$ cat src/inc/fscr_cfg.svh
`ifndef FSCR_CFG_SVH
`define FSCR_CFG_SVH

////////////////////////////////////////////////////////////////////////////////
// Register indexes, byte address is four times the index
`define FSCR_IDX_VSCR_LO  6'h26
`define FSCR_IDX_VSCR_HI  6'h27
`define FSCR_IDX_LINE_SP  6'h29
`define FSCR_IDX_CURX_LO  6'h2A
`define FSCR_IDX_CURX_HI  6'h2B
`define FSCR_IDX_CURY_LO  6'h2C
`define FSCR_IDX_CURY_HI  6'h2D
`define FSCR_IDX_GLYPH    6'h2E
`define FSCR_IDX_EXTROM   6'h2F

////////////////////////////////////////////////////////////////////////////////
// Reset values
`define FSCR_RST_BYTE     8'h00

////////////////////////////////////////////////////////////////////////////////
// Field positions
`define FSCR_SIZE_LSB     3
`define FSCR_SIZE_POS     6
`define FSCR_GAP_LSB      0
`define FSCR_ROMT_LSB     5
`define FSCR_CODE_LSB     2
`define FSCR_STYLE_LSB    0

////////////////////////////////////////////////////////////////////////////////
// Glyph heights in pixels and last legal font memory type
`define FSCR_H16          6'h10
`define FSCR_H24          6'h18
`define FSCR_H32          6'h20
`define FSCR_ROMT_MAX     3'h4

`endif

$ cat src/inc/fscr_pkg.sv
package fscr_pkg;

    typedef enum logic [1:0] {
        FSCR_SZ16  = 2'h0,
        FSCR_SZ24  = 2'h1,
        FSCR_SZ32A = 2'h2,
        FSCR_SZ32B = 2'h3
    } fscr_size_t;

    typedef enum logic [2:0] {
        FSCR_ROM_T0 = 3'h0,
        FSCR_ROM_T1 = 3'h1,
        FSCR_ROM_T2 = 3'h2,
        FSCR_ROM_T3 = 3'h3,
        FSCR_ROM_T4 = 3'h4,
        FSCR_ROM_X5 = 3'h5,
        FSCR_ROM_X6 = 3'h6,
        FSCR_ROM_X7 = 3'h7
    } fscr_rom_type_t;

    typedef enum logic [2:0] {
        FSCR_CD_GB2312  = 3'h0,
        FSCR_CD_GB18030 = 3'h1,
        FSCR_CD_BIG5    = 3'h2,
        FSCR_CD_UNICODE = 3'h3,
        FSCR_CD_ASCII   = 3'h4,
        FSCR_CD_UNI_JP  = 3'h5,
        FSCR_CD_JIS0208 = 3'h6,
        FSCR_CD_LATIN   = 3'h7
    } fscr_coding_t;

    typedef enum logic [1:0] {
        FSCR_ST_NORMAL = 2'h0,
        FSCR_ST_SANS   = 2'h1,
        FSCR_ST_ROMAN  = 2'h2,
        FSCR_ST_BOLD   = 2'h3
    } fscr_style_t;

    typedef struct packed {
        logic [9:0]     vscroll;
        logic           vscroll_upd;
        logic [4:0]     line_sp;
        logic [9:0]     curx;
        logic [8:0]     cury;
        logic           cursor_upd;
        fscr_size_t     size;
        logic [5:0]     gap;
        logic [5:0]     height;
        logic [5:0]     row_pitch;
        logic [6:0]     col_pitch;
        fscr_rom_type_t rom_type;
        logic           rom_type_ok;
        fscr_coding_t   coding;
        fscr_style_t    style;
        fscr_style_t    style_eff;
        logic           conflict;
    } fscr_state_t;

    typedef struct packed {
        logic [31:0] prdata;
    } fscr_apb_state_t;

endpackage : fscr_pkg

$ cat src/design/fscr_apb_port.sv
`timescale 1ns/10ps
`include "fscr_cfg.svh"

module fscr_apb_port #(
    parameter int ADDR_W = 12
) (
    // Clock and reset
    input  wire logic              core_clk,
    input  wire logic              reset,
    // APB slave
    input  wire logic              psel,
    input  wire logic              penable,
    input  wire logic              pwrite,
    input  wire logic [ADDR_W-1:0] paddr,
    input  wire logic [31:0]       pwdata,
    output logic                   pready,
    output logic [31:0]            prdata,
    output logic                   pslverr,
    // Register side
    output logic                   reg_wr,
    output logic                   reg_addr_ok,
    output logic [5:0]             reg_idx,
    output logic [7:0]             reg_wdata,
    input  wire logic [7:0]        reg_rdata,
    input  wire logic              reg_hit
);

    fscr_pkg::fscr_apb_state_t q;
    fscr_pkg::fscr_apb_state_t d;
    logic                      access;

    ////////////////////////////////////////////////////////////////////////////
    // Decode, zero wait states
    assign access      = psel & penable;
    assign reg_idx     = paddr[7:2];
    assign reg_addr_ok = (paddr[1:0] == 2'h0) && ((paddr >> 8) == '0);
    assign reg_wdata   = pwdata[7:0];
    assign reg_wr      = access & pwrite & reg_hit;
    assign pready      = access;
    assign pslverr     = access & ~reg_hit;
    assign prdata      = q.prdata;

    ////////////////////////////////////////////////////////////////////////////
    // Read data captured in the setup cycle
    always_comb begin
        d = q;
        if (psel && !penable) begin
            d.prdata = (reg_hit && !pwrite) ? {24'h000000, reg_rdata} : 32'h00000000;
        end
    end

    always_ff @(posedge core_clk) begin
        if (reset) begin
            q <= '0;
        end else begin
            q <= d;
        end
    end
endmodule : fscr_apb_port

$ cat src/design/fscr_regs.sv
// Operation
// Ten-bit vertical scroll offset, split over two bytes
// Five-bit line spacing added between text rows
// Ten-bit horizontal text cursor, low and high
// Nine-bit vertical text cursor, low and high
// Size field picks 16, 24 or 32 pixel glyph height
// Six-bit extra pixel columns between characters
// Three-bit external font memory type, five legal
// Three-bit character coding for font memory decode
// Style variant for ASCII and Latin codings
// Host keeps size or setup clear per source
`timescale 1ns/10ps
`include "fscr_cfg.svh"

module fscr_regs #(
    parameter int ADDR_W = 12
) (
    // Clock and reset
    input  wire logic                    core_clk,
    input  wire logic                    reset,
    // APB slave
    input  wire logic                    psel,
    input  wire logic                    penable,
    input  wire logic                    pwrite,
    input  wire logic [ADDR_W-1:0]       paddr,
    input  wire logic [31:0]             pwdata,
    output logic                         pready,
    output logic [31:0]                  prdata,
    output logic                         pslverr,
    // Glyph source from font control
    input  wire logic                    ext_glyph_rom_sel,
    // Display scan
    output logic [9:0]                   vscroll_offset,
    output logic                         vscroll_update,
    // Text renderer
    output logic [4:0]                   text_line_spacing,
    output logic [9:0]                   text_cursor_x,
    output logic [8:0]                   text_cursor_y,
    output logic                         cursor_update,
    output fscr_pkg::fscr_size_t         glyph_size,
    output logic [5:0]                   glyph_height,
    output logic [5:0]                   char_gap,
    output logic [5:0]                   row_pitch,
    output logic [6:0]                   col_pitch,
    // Font memory fetch
    output fscr_pkg::fscr_rom_type_t     font_mem_type,
    output logic                         font_mem_type_ok,
    output fscr_pkg::fscr_coding_t       font_coding,
    output fscr_pkg::fscr_style_t        font_style,
    output logic                         setup_conflict
);

    ////////////////////////////////////////////////////////////////////////////
    // Reset state

    localparam fscr_pkg::fscr_state_t ST_RST = '{
        vscroll     : 10'h000,
        vscroll_upd : 1'b0,
        line_sp     : 5'h00,
        curx        : 10'h000,
        cury        : 9'h000,
        cursor_upd  : 1'b0,
        size        : fscr_pkg::FSCR_SZ16,
        gap         : 6'h00,
        height      : `FSCR_H16,
        row_pitch   : `FSCR_H16,
        col_pitch   : 7'h10,
        rom_type    : fscr_pkg::FSCR_ROM_T0,
        rom_type_ok : 1'b1,
        coding      : fscr_pkg::FSCR_CD_GB2312,
        style       : fscr_pkg::FSCR_ST_NORMAL,
        style_eff   : fscr_pkg::FSCR_ST_NORMAL,
        conflict    : 1'b0
    };

    ////////////////////////////////////////////////////////////////////////////
    // Signals

    fscr_pkg::fscr_state_t q;
    fscr_pkg::fscr_state_t d;
    logic                  reg_wr;
    logic                  reg_addr_ok;
    logic [5:0]            reg_idx;
    logic [7:0]            reg_wdata;
    logic [7:0]            reg_rdata;
    logic                  reg_hit;
    logic                  idx_known;

    ////////////////////////////////////////////////////////////////////////////
    // Bus port

    fscr_apb_port #(
        .ADDR_W      (ADDR_W)
    ) u_apb (
        .core_clk    (core_clk),
        .reset       (reset),
        .psel        (psel),
        .penable     (penable),
        .pwrite      (pwrite),
        .paddr       (paddr),
        .pwdata      (pwdata),
        .pready      (pready),
        .prdata      (prdata),
        .pslverr     (pslverr),
        .reg_wr      (reg_wr),
        .reg_addr_ok (reg_addr_ok),
        .reg_idx     (reg_idx),
        .reg_wdata   (reg_wdata),
        .reg_rdata   (reg_rdata),
        .reg_hit     (reg_hit)
    );

    ////////////////////////////////////////////////////////////////////////////
    // Glyph height per size code

    function automatic logic [5:0] height_of(input fscr_pkg::fscr_size_t sz);
        logic [5:0] h;
        h = `FSCR_H32;
        unique case (sz)
            fscr_pkg::FSCR_SZ16:  h = `FSCR_H16;
            fscr_pkg::FSCR_SZ24:  h = `FSCR_H24;
            fscr_pkg::FSCR_SZ32A: h = `FSCR_H32;
            fscr_pkg::FSCR_SZ32B: h = `FSCR_H32;
        endcase
        return h;
    endfunction : height_of

    ////////////////////////////////////////////////////////////////////////////
    // Read mux, unused bits read as zero

    always_comb begin
        idx_known = 1'b1;
        reg_rdata = `FSCR_RST_BYTE;
        case (reg_idx)
            `FSCR_IDX_VSCR_LO: reg_rdata = q.vscroll[7:0];
            `FSCR_IDX_VSCR_HI: reg_rdata = {6'h00, q.vscroll[9:8]};
            `FSCR_IDX_LINE_SP: reg_rdata = {3'h0, q.line_sp};
            `FSCR_IDX_CURX_LO: reg_rdata = q.curx[7:0];
            `FSCR_IDX_CURX_HI: reg_rdata = {6'h00, q.curx[9:8]};
            `FSCR_IDX_CURY_LO: reg_rdata = q.cury[7:0];
            `FSCR_IDX_CURY_HI: reg_rdata = {7'h00, q.cury[8]};
            `FSCR_IDX_GLYPH:   reg_rdata = {q.size, q.gap};
            `FSCR_IDX_EXTROM:  reg_rdata = {q.rom_type, q.coding, q.style};
            default:           idx_known = 1'b0;
        endcase
    end

    assign reg_hit = reg_addr_ok & idx_known;

    ////////////////////////////////////////////////////////////////////////////
    // Next state

    always_comb begin
        d             = q;
        d.vscroll_upd = 1'b0;
        d.cursor_upd  = 1'b0;
        if (reg_wr) begin
            case (reg_idx)
                `FSCR_IDX_VSCR_LO: begin
                    d.vscroll[7:0] = reg_wdata;
                    d.vscroll_upd  = 1'b1;
                end
                `FSCR_IDX_VSCR_HI: begin
                    d.vscroll[9:8] = reg_wdata[1:0];
                    d.vscroll_upd  = 1'b1;
                end
                `FSCR_IDX_LINE_SP: begin
                    d.line_sp = reg_wdata[4:0];
                end
                `FSCR_IDX_CURX_LO: begin
                    d.curx[7:0]  = reg_wdata;
                    d.cursor_upd = 1'b1;
                end
                `FSCR_IDX_CURX_HI: begin
                    d.curx[9:8]  = reg_wdata[1:0];
                    d.cursor_upd = 1'b1;
                end
                `FSCR_IDX_CURY_LO: begin
                    d.cury[7:0]  = reg_wdata;
                    d.cursor_upd = 1'b1;
                end
                `FSCR_IDX_CURY_HI: begin
                    d.cury[8]    = reg_wdata[0];
                    d.cursor_upd = 1'b1;
                end
                `FSCR_IDX_GLYPH: begin
                    d.size = fscr_pkg::fscr_size_t'(reg_wdata[`FSCR_SIZE_POS +: 2]);
                    d.gap  = reg_wdata[`FSCR_GAP_LSB +: 6];
                end
                `FSCR_IDX_EXTROM: begin
                    d.rom_type = fscr_pkg::fscr_rom_type_t'(reg_wdata[`FSCR_ROMT_LSB +: 3]);
                    d.coding   = fscr_pkg::fscr_coding_t'(reg_wdata[`FSCR_CODE_LSB +: 3]);
                    d.style    = fscr_pkg::fscr_style_t'(reg_wdata[`FSCR_STYLE_LSB +: 2]);
                end
                default: begin
                end
            endcase
        end

        // Derived glyph geometry
        d.height    = height_of(d.size);
        d.row_pitch = d.height + {1'b0, d.line_sp};
        d.col_pitch = {1'b0, d.height} + {1'b0, d.gap};

        // Font memory fetch controls
        d.rom_type_ok = (d.rom_type <= `FSCR_ROMT_MAX);
        if ((d.coding == fscr_pkg::FSCR_CD_ASCII) || (d.coding == fscr_pkg::FSCR_CD_LATIN)) begin
            d.style_eff = d.style;
        end else begin
            d.style_eff = fscr_pkg::FSCR_ST_NORMAL;
        end

        // Host setup check per glyph source
        if (ext_glyph_rom_sel) begin
            d.conflict = (d.size != fscr_pkg::FSCR_SZ16);
        end else begin
            d.conflict = ({d.rom_type, d.coding, d.style} != `FSCR_RST_BYTE);
        end
    end

    ////////////////////////////////////////////////////////////////////////////
    // State register

    always_ff @(posedge core_clk) begin
        if (reset) begin
            q <= ST_RST;
        end else begin
            q <= d;
        end
    end

    ////////////////////////////////////////////////////////////////////////////
    // Outputs

    assign vscroll_offset    = q.vscroll;
    assign vscroll_update    = q.vscroll_upd;
    assign text_line_spacing = q.line_sp;
    assign text_cursor_x     = q.curx;
    assign text_cursor_y     = q.cury;
    assign cursor_update     = q.cursor_upd;
    assign glyph_size        = q.size;
    assign glyph_height      = q.height;
    assign char_gap          = q.gap;
    assign row_pitch         = q.row_pitch;
    assign col_pitch         = q.col_pitch;
    assign font_mem_type     = q.rom_type;
    assign font_mem_type_ok  = q.rom_type_ok;
    assign font_coding       = q.coding;
    assign font_style        = q.style_eff;
    assign setup_conflict    = q.conflict;
endmodule : fscr_regs

$ cat config.mk
export PLATFORM = sky130hd
export DESIGN_NAME = fscr_regs
export DESIGN_NICKNAME = d
export VERILOG_FILES = /design/src/inc/fscr_pkg.sv /design/src/design/fscr_apb_port.sv /design/src/design/fscr_regs.sv
export VERILOG_INCLUDE_DIRS = /design/src /design/src/inc
export SDC_FILE = /design/constraint.sdc
export NUM_CORES = 1
export LEC_CHECK = 0
export ABC_AREA = 1
export CAP_MARGIN = 25
export CORE_ASPECT_RATIO = 1.2
export CORE_MARGIN = 2
export CORE_UTILIZATION = 55
export DETAILED_ROUTE_END_ITERATION = 12
export DONT_BUFFER_PORTS = 1
export PLACE_DENSITY = 0.72
export SLEW_MARGIN = 20
export SYNTH_ARGS = -nofsm -noshare
export SYNTH_HDL_FRONTEND = slang
export SYNTH_SLANG_ARGS = --single-unit
export TNS_END_PERCENT = 5
$ cat constraint.sdc
create_clock -name core_clk -period 2.8 [get_ports core_clk]
set_clock_uncertainty 0.15 [all_clocks]
set_input_delay 0.14 -clock core_clk [delete_from_list [all_inputs] [get_ports core_clk]]
set_output_delay 0.14 -clock core_clk [all_outputs]
set_load 0.03 [all_outputs]
==> results.tsv <==
metric	value	unit
areaGrowthSynthToFinish	-1.82	%
hold_viol	0	
reg2reg_depth	9	
p_sw_share	24.6	%
critPathCaptureType	flop	
numCtsBuffers	9	
maxSlewViolCount	0	
track_usage	24.5	%
setup_violations	0	
antenna_found_initial	0	
r2r-end	row_pitch[4]	
min_path_cells	4	
path_buf_inv	2	
via_per_inst	5.38	
clockBufferDepth	2	
port_buffers	0	
grt_pass1_wl	15900	um
slowest_delay	520	ps
core_area	7270	sq um
crit_family	simple AND/OR/NAND/NOR gates	
synth_area	4130	sq um
fin_setup_tns	0	ps
grt_pass1_vias	3180	
p_int	1.61	mW
post-route-period-util	88.7	%
critPathMaxFanout	8	
postRouteAntennaNets	0	
min_from	paddr[9]	
fin_util	55.7	%
slew_headroom	34.1	%
async_reset_ff_share	0	%
clk_pin_slew	80	ps
pre_cts_slack	76.8	ps
synthCells	548	
fillers	707	
syn_area_per_cell	7.53	sq um
die_area	8210	sq um
finalWorstSetupSlack	316	ps
antenna_cells	0	
worst_path_max_delay_cell	dlygate4sd3_1	
pwr-share-clk	43.9	%
leakagePower	1.83	nW
dpl_cell_area	3640	sq um
clock_sinks	74	
timing.fmax	0.403	GHz
insertion_delay	360	ps
ys_seq_area_share	35.9	%
gp_congestion	0.860	
worstPathRequired	2890	ps
layout.cells.most_common_list	83 x nand2_1, 74 x dfxtp_1, 52 x o21ai_0, 50 x a21oi_1, 47 x inv_1	
crit_type	input pin to flop	
final_common_cell	nand2_1	
cts_max_level	3	
crit_arrival	2570	ps
critPathLaunchType	input pin	
rsz0062_at_grt	no	
synth-warning-count	0	
hp-class	input pin to flop	
dr.pass1.iters	5	
grt.overflow.total	0	
dp.cells	570	
period_needed	2480	ps
rows	34	
r2r-start	glyph_size[1]	
hpwlAfterDp	7250	um
die_h	98.9	um
drv_cap	0	
hold_end	font_coding[0]	
route.detailed.drc	0	
vdd_ir_drop_max	0.266	mV
vias	3247	
finalNonFillerCells	603	
wl	9720	um
synthDistinctLibCells	38	
design_area	4050	sq um
die_x	83.1	um
power.share.sequential	49.4	%
nNetsFinal	563	
boundaryPins	157	
p_per_area	527	nW/um^2
worst_slew_pin_slew	987	ps
crit_chain	dlygate4sd3_1 > nand3_1 > nand2_1 > nor2_2 > nand2_4 > nand3_4 > nor2_2 > nand2_1 > o21ai_0 > inv_1 > ha_1 > fa_1 > or2_2	
drive_above_1_share	11.9	%
synth-seq-cells	74	
grt_start_max_net_pins	37	
wire_per_inst	16.1	um
start_util	56.7	%
power_frac_comb	6.8	%
synth_edf_count	0	
cts_root_buffer	clkbuf_8	
ys.flop_type	dfxtp_1	
p_sw	525	uW
outcome	finished clean	
dr.first_iter.drc_count	256	
reg2reg_slack	650	ps
cts_tree	done	
## what timing repair did
item | CTS | global route
endpoints found under the hold margin | 73 | 0
hold buffers | 17 | 0
gates resized for setup | 0 | 0
buffers inserted | 0 | 0
## state kept, by name, indices dropped and copies added (netlist names), 3 cells and up
name	cells
u_apb.prdata	8
font_mem_type	3
col_pitch	4
row_pitch	3
glyph_height	3
vscroll_offset	10
font_coding	3
char_gap	6
text_cursor_x	10
text_line_spacing	5
text_cursor_y	9
## synth_stat cells, types with 3 or more instances
cell type   n  area share, %
a22oi_1     4           0.73
nand4_1     9            1.4
a21oi_1    50            6.1
nand2_4     3           0.82
dfxtp_1    74             36
nand3_1    23            2.8
clkbuf_1    7           0.64
nor2_4      6            1.6
nand2_1    83            7.6
nor2_1     45            4.1
nor3_1      4           0.49
inv_1      47            4.3
ha_1        4            1.2
a221oi_1    3           0.64
o21ai_0    52            6.3
nand2_2     6           0.91
buf_4      97             18
nor2_2      4           0.61
## power by group through the flow
stage / logic [mW] / registers (mW) / clock network [mW]
2_1_floorplan: 0.133 / 1.08 / 0
3_3_place_gp: 0.115 / 1.08 / 0
3_5_place_dp: 0.116 / 1.08 / 0
4_1_cts: 0.144 / 1.05 / 0.952
5_1_grt: 0.156 / 1.05 / 1.01
6_report: 0.145 / 1.05 / 0.936
## how the worst max path moves through the flow
stage,start,end,cells past startpoint
2_1_floorplan,paddr[7],row_pitch[4],16
3_3_place_gp,paddr[6],row_pitch[4],15
3_5_place_dp,paddr[6],row_pitch[4],15
4_1_cts,paddr[3],row_pitch[4],13
5_1_grt,paddr[3],row_pitch[4],13
6_report,paddr[3],row_pitch[4],13
## layer usage
metal,routed length (um),global-route usage (%),part of all wire [%]
met1,3820,28.8,39
met2,4700,40.7,48
met3,998,9.21,10
met4,212,9.58,2.2
met5,0,0,0
## through the flow
step | total power, mW | hold WS, ps
after global routing | 2.22 | 29.2
after CTS | 2.15 | 11.0
after floorplan | 1.21 | 171
after detailed placement | 1.19 | 66.6
after global placement | 1.19 | 65.2
final | 2.13 | 32.1
## logic make-up after synthesis
| group | synth area share [%] |
|---|---|
| AND/OR/NAND/NOR | 22.8 |
| buffers and inverters | 24.1 |
| AO/OA/AOI/OAI | 15.4 |
| flip-flops | 35.9 |
| adder cells (fa/ha/maj) | 1.70 |
| other | 0.0909 |
## cell type report
class	count	area (sq um)	share of cell area [%]
clock buffers	10	138	3.40
clock inverters	6	88.8	2.19
inverters	51	196	4.85
multi-input cells	341	1750	43.2
flip-flops and latches	74	1480	36.6
well taps	90	113	2.78
repair buffers	31	285	7.04
## worst reg2reg max path: stages, from the launching register on
cell,delay [ps]
dfxtp_1,310
buf_4,180
nand2_1,60
o21ai_0,70
nand4_1,150
nand2_2,100
buf_4,150
inv_1,110
fa_1,490
or2_2,270
Note: power is estimated with default switching activity, not from simulation.
